**config.mk**
```make
export PLATFORM = sky130hd
export DESIGN_NAME = e1ecs_top
export DESIGN_NICKNAME = d
export VERILOG_FILES = /design/src/shared/e1ecs_pkg.sv /design/src/shared/e1ecs_cnt_if.sv /design/src/rtl/e1ecs_satcnt.sv /design/src/rtl/e1ecs_top.sv
export SDC_FILE = /design/constraint.sdc
export NUM_CORES = 1
export LEC_CHECK = 0
export BUFFER_PORTS_ARGS = -buffer_cell sky130_fd_sc_hd__buf_4
export CAP_MARGIN = 40
export CELL_PAD_IN_SITES_DETAIL_PLACEMENT = 1
export CELL_PAD_IN_SITES_GLOBAL_PLACEMENT = 1
export CORE_UTILIZATION = 40
export CTS_BUF_LIST = sky130_fd_sc_hd__clkbuf_8
export CTS_CLUSTER_DIAMETER = 50
export DETAILED_ROUTE_END_ITERATION = 6
export GPL_TIMING_DRIVEN = 0
export PLACE_DENSITY = 0.78
export SLEW_MARGIN = 20
export SYNTH_ARGS = -nofsm -noshare
export SYNTH_HDL_FRONTEND = slang
export SYNTH_HIERARCHICAL = 1
export SYNTH_SLANG_ARGS = --single-unit
```
**constraint.sdc**
```tcl
create_clock -name i_core_clk -period 3.1 [get_ports i_core_clk]
set_clock_uncertainty 0.05 [all_clocks]
set_input_delay 0.465 -clock i_core_clk [delete_from_list [all_inputs] [get_ports i_core_clk]]
set_output_delay 0.465 -clock i_core_clk [all_outputs]
set_load 0.1 [all_outputs]
```
**src/shared/e1ecs_pkg.sv**
```systemverilog
// Purpose: Shared constants for the E1 error counter and signaling block
// Assumes: 10 MHz core clock, 8-bit host register port
// Notes:   Offsets are byte addresses of the host port
package e1ecs_pkg;
    // ******************************************************
    // Clock and interval timing
    // ******************************************************
    localparam int unsigned CLK_HZ          = 10_000_000;
    localparam int unsigned INTERVAL_MS     = 1000;
    localparam int unsigned INTERVAL_CYCLES = CLK_HZ / 1000 * INTERVAL_MS;
    // 62.5 ms is one sixteenth of the second
    localparam int unsigned FAST_DIV        = 16;
    localparam int unsigned TMR_W           = 24;

    // ******************************************************
    // Register map
    // ******************************************************
    localparam logic [5:0] VIOL_HI_OFS  = 6'h00;
    localparam logic [5:0] VIOL_LO_OFS  = 6'h01;
    localparam logic [5:0] CRC_HI_OFS   = 6'h02;
    localparam logic [5:0] CRC_LO_OFS   = 6'h03;
    localparam logic [5:0] FEBE_HI_OFS  = 6'h04;
    localparam logic [5:0] FEBE_LO_OFS  = 6'h05;
    localparam logic [5:0] ALIGN_HI_OFS = 6'h06;
    localparam logic [5:0] ALIGN_LO_OFS = 6'h07;
    localparam logic [5:0] SIG_FIRST_OFS = 6'h30;
    localparam logic [5:0] SIG_LAST_OFS  = 6'h3f;
    localparam int unsigned NUM_SIG     = 16;
    localparam int unsigned NUM_CNT     = 4;
    localparam int unsigned CNT_W       = 16;

    // ******************************************************
    // Counter indices and status bit positions
    // ******************************************************
    localparam int unsigned CNT_VIOL  = 0;
    localparam int unsigned CNT_CRC   = 1;
    localparam int unsigned CNT_FEBE  = 2;
    localparam int unsigned CNT_ALIGN = 3;
    localparam int unsigned RMF_BIT   = 7;
    localparam int unsigned TMF_BIT   = 5;
    localparam int unsigned SEC_BIT   = 4;
    localparam logic [3:0] EBIT_FRAME_A = 4'hd;
    localparam logic [3:0] EBIT_FRAME_B = 4'hf;
    localparam logic [7:0] STATUS_RST = 8'h00;
    localparam logic [15:0] CNT_RST   = 16'h0000;
endpackage

```
**src/shared/e1ecs_cnt_if.sv**
```systemverilog
// Purpose: Carrier between the top and one saturating error counter
// Assumes: Single core clock
// Notes:   Tick closes an interval and latches the snapshot
`timescale 1ns/100ps
interface e1ecs_cnt_if;
    logic        inc;
    logic        tick;
    logic [15:0] snap;
    modport ctl (output inc, output tick, input snap);
    modport cnt (input inc, input tick, output snap);
endinterface

```
**src/rtl/e1ecs_satcnt.sv**
```systemverilog
// Purpose: 16-bit saturating error counter with interval snapshot
// Assumes: inc and tick are one-cycle pulses on the core clock
// Notes:   An event in the tick cycle opens the new interval
`timescale 1ns/100ps
module e1ecs_satcnt
    import e1ecs_pkg::*;
(
    input  wire logic i_core_clk,
    input  wire logic i_rst,
    e1ecs_cnt_if.cnt  c
);
    logic [CNT_W-1:0] count_r;
    logic [CNT_W-1:0] snap_r;

    always_ff @(posedge i_core_clk) begin
        if (i_rst) begin
            count_r <= CNT_RST;
        end else if (c.tick) begin
            count_r <= c.inc ? 16'h0001 : CNT_RST;
        end else if (c.inc && count_r != 16'hffff) begin
            count_r <= count_r + 16'h0001;
        end
    end

    // One register for both bytes keeps a read pair coherent
    always_ff @(posedge i_core_clk) begin
        if (i_rst) begin
            snap_r <= CNT_RST;
        end else if (c.tick) begin
            snap_r <= count_r;
        end
    end

    assign c.snap = snap_r;
endmodule

```
**src/rtl/e1ecs_top.sv**
```systemverilog
// Purpose: E1 error counters, interval timer and CAS signaling buffers
// Assumes: Line events arrive as core-clock pulses from the framer
// Notes:   Control bits and the mask are plain inputs, no extra bus
// How it works
// - Mask bit one lets status interrupt through
// - Latch all counts each interval tick
// - Counters saturate, never wrap
// - Violation count: high byte first address
// - Type zero counts BPVs, skipping HDB3 codes
// - Type one counts code violations
// - Violation counter ignores sync loss
// - CRC counter halts on FAS/CRC loss
// - E bits zero in frames 13,15 counted
// - PRBS mode counts errors while synced
// - FAS counter halts on loss or search
// - Reads return rx (tx when readback select set), writes load tx
// - Rx signaling updated at multiframe boundary
// - Insert tx signaling only when enabled
// - Tx buffer copied to shifter each multiframe
// - Interval flag each second or 62.5ms
// - Rx multiframe flag every boundary
`timescale 1ns/100ps
module e1ecs_top
    import e1ecs_pkg::*;
#(
    parameter int unsigned INTERVAL_CYC = INTERVAL_CYCLES
) (
    input  wire logic       i_core_clk,
    input  wire logic       i_rst,
    input  wire logic [5:0] i_addr,
    input  wire logic [7:0] i_wdata,
    input  wire logic       i_wr,
    input  wire logic       i_rd,
    output logic      [7:0] o_rdata,
    input  wire logic       i_violation_type_select,
    input  wire logic       i_fast_interval_select,
    input  wire logic       i_signaling_readback_select,
    input  wire logic       i_tx_signaling_enable,
    input  wire logic       i_rx_hdb3_enable,
    input  wire logic [7:0] i_second_interrupt_mask,
    input  wire logic [7:0] i_status_clear,
    input  wire logic [7:0] i_status_set,
    output logic      [7:0] o_status2,
    output logic            o_int,
    input  wire logic       i_bpv,
    input  wire logic       i_bpv_pol,
    input  wire logic       i_bpv_hdb3,
    input  wire logic       i_crc_err,
    input  wire logic       i_ebit_stb,
    input  wire logic       i_ebit,
    input  wire logic [3:0] i_rx_frame,
    input  wire logic       i_prbs_en,
    input  wire logic       i_prbs_sync,
    input  wire logic       i_prbs_err,
    input  wire logic       i_fas_err,
    input  wire logic       i_rx_sync_lost,
    input  wire logic       i_fas_sync_lost,
    input  wire logic       i_crc_sync_lost,
    input  wire logic       i_align_search,
    input  wire logic       i_ts16_stb,
    input  wire logic [7:0] i_ts16_byte,
    input  wire logic       i_rx_mf_boundary,
    input  wire logic       i_tx_mf_boundary,
    input  wire logic [3:0] i_tx_frame,
    output logic      [7:0] o_ts16_byte,
    output logic            o_ts16_insert
);
    // ******************************************************
    // Interval timer
    // ******************************************************
    localparam logic [TMR_W-1:0] LONG_LAST  = TMR_W'(INTERVAL_CYC - 1);
    localparam logic [TMR_W-1:0] SHORT_LAST =
        TMR_W'(INTERVAL_CYC / FAST_DIV - 1);

    logic [TMR_W-1:0] tmr_r;
    logic             tick;

    assign tick = (tmr_r == (i_fast_interval_select ? SHORT_LAST
                                                    : LONG_LAST));

    always_ff @(posedge i_core_clk) begin
        if (i_rst || tick) begin
            tmr_r <= '0;
        end else begin
            tmr_r <= tmr_r + 1'b1;
        end
    end

    // ******************************************************
    // Event qualification
    // ******************************************************
    logic bpv_seen_r;
    logic bpv_pol_r;
    logic cv_evt;
    logic bpv_evt;
    logic frame_ok;
    logic [NUM_CNT-1:0] inc;

    // Code violation: this BPV matches the previous BPV polarity
    assign cv_evt  = i_bpv && bpv_seen_r && (i_bpv_pol == bpv_pol_r);
    assign bpv_evt = i_bpv && !(i_rx_hdb3_enable && i_bpv_hdb3);
    assign frame_ok = !i_fas_sync_lost && !i_crc_sync_lost;

    always_ff @(posedge i_core_clk) begin
        if (i_rst) begin
            bpv_seen_r <= 1'b0;
            bpv_pol_r  <= 1'b0;
        end else if (i_bpv) begin
            bpv_seen_r <= 1'b1;
            bpv_pol_r  <= i_bpv_pol;
        end
    end

    always_comb begin
        // No sync term on the violation counter on purpose
        inc[CNT_VIOL] = i_violation_type_select ? cv_evt : bpv_evt;
        inc[CNT_CRC]  = i_crc_err && frame_ok;
        if (i_prbs_en) begin
            inc[CNT_FEBE] = i_prbs_err && i_prbs_sync;
        end else begin
            inc[CNT_FEBE] = i_ebit_stb && !i_ebit && frame_ok &&
                ((i_rx_frame == EBIT_FRAME_A) ||
                 (i_rx_frame == EBIT_FRAME_B));
        end
        inc[CNT_ALIGN] = i_fas_err && !i_rx_sync_lost &&
                         !i_align_search;
    end

    // ******************************************************
    // Counters
    // ******************************************************
    e1ecs_cnt_if cnt_bus [NUM_CNT] ();
    logic [CNT_W-1:0] snap [NUM_CNT];

    for (genvar g = 0; g < NUM_CNT; g++) begin : g_cnt
        assign cnt_bus[g].inc  = inc[g];
        assign cnt_bus[g].tick = tick;
        assign snap[g]         = cnt_bus[g].snap;
        e1ecs_satcnt u_cnt (
            .i_core_clk (i_core_clk),
            .i_rst      (i_rst),
            .c          (cnt_bus[g])
        );
    end

    // ******************************************************
    // Status and interrupt
    // ******************************************************
    logic [7:0] status_r;
    logic [7:0] status_set;

    always_comb begin
        status_set          = i_status_set;
        status_set[RMF_BIT] = i_rx_mf_boundary;
        status_set[TMF_BIT] = i_tx_mf_boundary;
        status_set[SEC_BIT] = tick;
    end

    // A set in the clear cycle wins so no event is lost
    always_ff @(posedge i_core_clk) begin
        if (i_rst) begin
            status_r <= STATUS_RST;
        end else begin
            status_r <= (status_r & ~i_status_clear) | status_set;
        end
    end

    assign o_status2 = status_r;
    assign o_int     = |(status_r & i_second_interrupt_mask);

    // ******************************************************
    // Signaling buffers
    // ******************************************************
    logic [7:0] rx_shadow_r [NUM_SIG];
    logic [7:0] rx_buf_r    [NUM_SIG];
    logic [7:0] tx_buf_r    [NUM_SIG];
    logic [7:0] tx_shift_r  [NUM_SIG];
    logic       sig_hit;
    logic [3:0] sig_idx;

    assign sig_hit = (i_addr >= SIG_FIRST_OFS) && (i_addr <= SIG_LAST_OFS);
    assign sig_idx = i_addr[3:0];

    always_ff @(posedge i_core_clk) begin
        if (i_rst) begin
            rx_shadow_r <= '{default: 8'h00};
        end else if (i_ts16_stb) begin
            rx_shadow_r[i_rx_frame] <= i_ts16_byte;
        end
    end

    // Host sees only whole multiframes, never a half-filled one
    always_ff @(posedge i_core_clk) begin
        if (i_rst) begin
            rx_buf_r <= '{default: 8'h00};
        end else if (i_rx_mf_boundary) begin
            rx_buf_r <= rx_shadow_r;
        end
    end

    always_ff @(posedge i_core_clk) begin
        if (i_rst) begin
            tx_buf_r <= '{default: 8'h00};
        end else if (i_wr && sig_hit) begin
            tx_buf_r[sig_idx] <= i_wdata;
        end
    end

    always_ff @(posedge i_core_clk) begin
        if (i_rst) begin
            tx_shift_r <= '{default: 8'h00};
        end else if (i_tx_mf_boundary) begin
            tx_shift_r <= tx_buf_r;
        end
    end

    always_ff @(posedge i_core_clk) begin
        if (i_rst) begin
            o_ts16_byte   <= 8'h00;
            o_ts16_insert <= 1'b0;
        end else begin
            o_ts16_byte   <= tx_shift_r[i_tx_frame];
            o_ts16_insert <= i_tx_signaling_enable;
        end
    end

    // ******************************************************
    // Host read port
    // ******************************************************
    function automatic logic [7:0] cnt_byte(input logic [15:0] v,
                                            input logic        lo);
        cnt_byte = lo ? v[7:0] : v[15:8];
    endfunction

    logic [7:0] rd_mux;

    always_comb begin
        rd_mux = 8'h00;
        if (sig_hit) begin
            rd_mux = i_signaling_readback_select ? tx_buf_r[sig_idx]
                                                 : rx_buf_r[sig_idx];
        end else if (i_addr <= ALIGN_LO_OFS) begin
            rd_mux = cnt_byte(snap[i_addr[2:1]], i_addr[0]);
        end
    end

    always_ff @(posedge i_core_clk) begin
        if (i_rst) begin
            o_rdata <= 8'h00;
        end else if (i_rd) begin
            o_rdata <= rd_mux;
        end
    end
endmodule

```
==> impl_metrics.toml, run 1 <==
[run_status]
run_status = "finished with violations"
violations = "design-rule violations"

[layout]
ff_latch_area_um2 = 13800
fillers = 8046
layout.cells.non_filler = 4142
layout-drive-gt1-share_pct = 18.1
num-nets-final = 3169
multiInputGateArea_um2 = 14800
design_area_um2 = 34600
area_growth_pct = 16.9

[min_path]
min_path_cells = 3
hp-class = "in -> reg"

[synthesis]
synth_area_um2 = 29600
yosysSeqAreaShare_pct = 46.8
yosys_warnings = 6
ys_seq_elements = 691
yosysUniqueCellTypes = 67
avgSynthCellArea_um2 = 10.5
synthCells = 2816
synth_edf_count = 0
synth_flop_cell = "dfxtp_1"
asyncSetResetFlopFracSynth_pct = 0
syn-num-nets = 2901

[timing]
fmax_ghz = 0.335
slew_violations = 0
setup_viol = 0
rsz0062_at_grt = "no"
period_minus_slack_ns = 2.99
max_slew_margin_pct = 40.3
hold_viol_final = 0
tightestPinTransition_ns = 0.895
finalCritPeriodShare_pct = 96.3

[drt]
wl_per_cell_um = 23.9
wl_met3_um = 5990
vias = 23600
top_layer_used = "met5"
finalWirelength_um = 98900
drtPass1Iterations = 7
drt_iter0_markers = 1802
drc = 34
drtAntennaViolNets = 0
viasPerCell = 5.70
drt-met1-wl_um = 42300
met2_wirelength_um = 46700

[clocking]
clkLatencyLatePin_ns = 0.76
tritoncts = "yes"
cts.sinks = 691
htreeDepth = 3
cts_buffers = 115
clk_pin_slew_ns = 0.06
cts_max_path_buffers = 3
cts-root-buf = "clkbuf_8"

[setup_path]
endpoint_kind = "flip-flop"
cp_data_required_time_ns = 3.67
critPathArrivalTime_ns = 3.56
critical_path_class = "reg -> reg"
crit_fanout = 25
rr_worst_depth = 8
start_kind = "flip-flop"

[power]
leakage_uw = 0.0139
finalPower_uw = 18900
power.density_nw_per_um2 = 546
peakVddDrop_v = 0.000455

[global_route]
gr-total-overflow = 0
grt_max_degree = 26
antenna_found_initial = 4
grt_pass1_vias = 24800
grt_first_pass_wirelength_um = 148000
grt.total_usage_pct = 25.8

[floorplan]
initial_utilization_pct = 40.5
design.die.area_um2 = 75100
ios = 106
rows = 99
core_um2 = 73100
fp.dieH_um = 274
fp.dieW_um = 274

[place]
routabilityCongestion = 0.892
hpwl_um = 71400
post_dp_cell_area_um2 = 31700
io_buffers = 94
dpl.cell_count = 3893

[flow_run]
drv_cap = 0
final cells by class:
type                            count  share of cell area (%)
Antenna cell                        3                  0.0217
Timing Repair Buffer              151                    3.65
Buffer                            203                    2.63
Inverter                           20                   0.217
Clock buffer                      146                    5.81
Clock inverter                     67                    1.44
Sequential cell                   691                    40.0
Tap cell                          959                    3.47
Multi-Input combinational cell   1902                    42.7
layout by cell type, fill, tap and decap left out, types with 14 or more instances in the layout:
master,n
dfxtp_1,691
nor2_1,625
mux2i_1,601
clkbuf_8,146
clkbuf_1,114
buf_4,113
mux4_2,104
nand2_1,64
nand3_1,60
inv_1,51
buf_2,37
a21oi_1,36
buf_1,34
nand4_1,28
buf_6,28
dlygate4sd3_1,24
o21ai_0,23
or3_1,22
a211oi_1,21
clkinv_2,21
nor3_1,20
xnor2_1,16
mux2_2,16
a31o_2,16
o21ai_1,16
or3_2,16
nor2b_1,14
synth_stat cells, types with 9 or more instances:
master | instances | area (um2)
dfxtp_1 | 691 | 13800
xnor2_1 | 16 | 140
clkbuf_1 | 114 | 428
nand3_1 | 60 | 300
a211oi_1 | 21 | 158
and4_1 | 11 | 96.3
mux4_2 | 104 | 2340
o21ai_1 | 16 | 80.1
or3_1 | 22 | 138
a31oi_1 | 9 | 56.3
nor2_1 | 625 | 2350
buf_6 | 9 | 101
a31o_2 | 16 | 140
inv_1 | 20 | 75.1
nand2_1 | 64 | 240
nand4_1 | 28 | 175
and3_1 | 9 | 56.3
a22oi_1 | 12 | 90.1
mux2_2 | 16 | 180
a21oi_2 | 12 | 105
or3_2 | 16 | 120
nor2b_1 | 14 | 87.6
nor3_1 | 20 | 100
mux2i_1 | 601 | 6020
a21oi_1 | 36 | 180
nand3b_1 | 13 | 97.6
buf_2 | 39 | 195
o21ai_0 | 23 | 115
buf_1 | 34 | 128
critical path, cell delays in order (launching register included):
cell and delay [ns]:
dfxtp_1 0.42, nand2_1 0.17, or4_4 0.53, a2111oi_4 0.45
buf_6 0.28, buf_2 0.30, buf_2 0.33, mux2i_1 0.26
nor2_1 0.05
power breakdown:
part           leakage, uW  switching, uW  internal [uW]
clock              0.00142           3910           4760
sequential         0.00557           45.5           8940
combinational      0.00692            810            403
timing repair:
action	4_1_cts	5_1_grt
pin swaps	1	0
buffers inserted	1	0
endpoints found under the setup margin	52	20
hold endpoints to repair	29	0
cloned	0	0
hold buffers	24	0
resized for setup	0	3
sequential cells by signal, summed over array words and instances (netlist names):
register and flops:
bpv_pol_r 1, bpv_seen_r 1, g_cnt.u_cnt/c.snap 64, g_cnt.u_cnt/count_r 64, o_rdata 8, o_status2 8, o_ts16_byte 8, o_ts16_insert 1
rx_buf_r 128, rx_shadow_r 128, tmr_r 24, tx_buf_r 128, tx_shift_r 128
layer usage:
metal / vias up / track usage, %
met4: 4 / 10.5
met1: 12000 / 32.3
met5: - / 0
met3: 222 / 5.39
met2: 744 / 43.1
li1: 10600 / -
through the flow:
stage | setup WS (ns) | setup TNS [ns] | hold WS (ns) | utilization, %
2_1_floorplan | 0.394 | 0 | 0.382 | -
5_1_grt | 0.00327 | 0 | 0.0168 | 47.3
3_5_place_dp | -0.233 | -8.56 | 0.408 | 43.4
3_3_place_gp | -1.40 | -26.14 | 0.402 | 43.1
4_1_cts | 0.0877 | 0 | 0.000316 | 47.2
6_report | 0.114 | 0 | 0.0370 | 47.3
final timing paths:
kind / from / to / slack (ns)
max reg2reg: tmr_r[3] / g_cnt[0].u_cnt/c.snap[14] / 0.11
min: i_wdata[0] / tx_buf_r[24] / 0.04
min reg2reg: rx_shadow_r[127] / rx_shadow_r[127] / 0.41
max: tmr_r[3] / g_cnt[0].u_cnt/c.snap[14] / 0.11
kinds of logic (layout without fill, tap and decap cells):
| logic type | count (synthesis) | after routing | synth area share [%] |
|---|---|---|---|
| and+or+nand+nor | 949 | 949 | 15.1 |
| muxes | 721 | 721 | 28.9 |
| DFF | 691 | 691 | 46.8 |
| buffers and inverters | 223 | 587 | 3.30 |
| AOI/OAI and AO/OA | 206 | 206 | 5.14 |
| xor gates and xnor gates | 21 | 21 | 0.622 |
| adders and majority gates | 5 | 5 | 0.211 |
| other | 0 | 3 | 0 |
No activity file was read; power rests on OpenSTA's default activity.
==> run 2, diff against run 1 <==
--- a/config.mk
+++ b/config.mk
@@ -15,6 +15,7 @@
 export DETAILED_ROUTE_END_ITERATION = 6
 export GPL_TIMING_DRIVEN = 0
 export PLACE_DENSITY = 0.78
+export RECOVER_POWER = 50
 export SLEW_MARGIN = 20
 export SYNTH_ARGS = -nofsm -noshare
 export SYNTH_HDL_FRONTEND = slang
==> run 2 against run 1 <==
Critical endpoint unchanged. Combinational power barely moved. The run still ends with design-rule violations left. Global-route usage did not move. Power barely moved. Via count barely moved. Register-to-register slack improved by 0.02 ns.
==> impl_metrics.toml, run 2 (synthesis gave the netlist of run 1 again) <==
[timing]
hold_viol_final = 0
slew_violations = 0
max_slew_margin_pct = 40.1
tightestPinTransition_ns = 0.899
fmax_ghz = 0.337
setup_viol = 0
finalCritPeriodShare_pct = 95.7
period_minus_slack_ns = 2.97
rsz0062_at_grt = "no"

[clocking]
clk_pin_slew_ns = 0.06
cts.sinks = 691
cts-root-buf = "clkbuf_8"
cts_max_path_buffers = 3
tritoncts = "yes"
clkLatencyLatePin_ns = 0.77
cts_buffers = 115
htreeDepth = 3

[drt]
vias = 23600
viasPerCell = 5.70
drtAntennaViolNets = 0
finalWirelength_um = 98800
wl_per_cell_um = 23.9
drt_iter0_markers = 1836
drc = 34
drtPass1Iterations = 7

[setup_path]
start_kind = "flip-flop"
crit_fanout = 25
r2r_end = "g_cnt[0].u_cnt/c.snap[14]"
endpoint_kind = "flip-flop"
r2r_start = "tmr_r[3]"
rr_worst_depth = 8
cp_data_required_time_ns = 3.67
r2r_setup_slack_ns = 0.13
critPathArrivalTime_ns = 3.53
critical_path_class = "reg -> reg"

[run_status]
violations = "design-rule violations"
run_status = "finished with violations"

[layout]
fillers = 8048
num-nets-final = 3169
layout_commonest_cell = "dfxtp_1"
area_growth_pct = 16.8
layout-drive-gt1-share_pct = 18.1
multiInputGateArea_um2 = 14800
ff_latch_area_um2 = 13800
final_cell_mix = "dfxtp_1, nor2_1, mux2i_1"
final_util_pct = 47.3

[min_path]
worstHoldStart = "i_wdata[0]"
hp-class = "in -> reg"
holdPathEnd = "tx_buf_r[24]"
min_path_cells = 3

[floorplan]
core_um2 = 73100
initial_utilization_pct = 40.5
fp.dieW_um = 274
rows = 99
fp.dieH_um = 274
ios = 106
design.die.area_um2 = 75100

[power]
finalPower_uw = 18900
peakVddDrop_v = 0.000455
leakage_uw = 0.0139
power.density_nw_per_um2 = 546

[place]
routabilityCongestion = 0.892
hpwl_um = 71400
io_buffers = 94

[global_route]
antenna_found_initial = 4
grt_first_pass_wirelength_um = 148000
grt.total_usage_pct = 25.8
grt_max_degree = 26
gr-total-overflow = 0
grt_pass1_vias = 24800

[flow_run]
drv_cap = 0
==> run 2: per-stage QoR <==
step	setup WS, ns	cells	area, um2	hold slack, ns	TNS, ns
final	0.133	4142	34600	0.0383	0
after global routing	0.00327	4141	34600	0.0168	0
after CTS	0.0877	4131	34500	0.000316	0
after detailed placement	-0.233	3893	31700	0.408	-8.56
after global placement	-1.40	3869	31500	0.402	-26.14
after floorplan	0.394	2816	29600	0.382	0
==> run 2: where the power goes <==
group,switching (uW),internal [uW]
logic,809,401
registers,45.5,8940
clock network,3920,4760
total,4770,14100
==> run 2: critical path, cell delays in order (launching register included) <==
cell and delay (ns):
dfxtp_1 0.42, nand2_1 0.17, or4_4 0.53, a2111oi_4 0.45
buf_6 0.28, buf_2 0.29, buf_2 0.33, mux2i_1 0.26
nor2_1 0.05
==> run 2: how the worst max path moves through the flow <==
stage	start	slack, ns	cells after the start	endpoint
5_1_grt	tmr_r[3]	0.003	8	g_cnt[3].u_cnt/c.snap[10]
3_3_place_gp	i_fas_sync_lost	-1.40	8	g_cnt[2].u_cnt/count_r[6]
6_report	tmr_r[3]	0.13	8	g_cnt[0].u_cnt/c.snap[14]
4_1_cts	tmr_r[3]	0.09	8	g_cnt[3].u_cnt/c.snap[10]
2_1_floorplan	i_fast_interval_select	0.39	7	g_cnt[0].u_cnt/c.snap[10]
3_5_place_dp	i_fast_interval_select	-0.23	8	g_cnt[3].u_cnt/c.snap[6]
==> run 2: timing repair <==
action | in CTS | in global routing
endpoints found under the hold margin | 29 | 0
setup endpoints to repair | 52 | 20
cloned | 0 | 0
buffers inserted | 1 | 0
resized for setup | 0 | 3
pin swaps | 1 | 0
hold buffers | 24 | 0
==> run 2: routing by layer <==
metal	GRT usage (%)	vias to the layer above	routed length (um)
li1	-	10600	-
met1	32.3	12000	42300
met2	43.1	748	46600
met3	5.39	226	5880
met4	10.5	4	4020
met5	0	-	25
==> run 2: area by class of cell <==
| cell class | instances | area share [%] |
|---|---|---|
| clock inverter | 67 | 1.44 |
| antenna | 3 | 0.0217 |
| sequential | 691 | 40.0 |
| timing repair buffer | 151 | 3.62 |
| clock buffer | 146 | 5.81 |
| inverter | 20 | 0.217 |
| tap | 959 | 3.47 |
| multi-input combinational | 1902 | 42.8 |
| buffer | 203 | 2.63 |
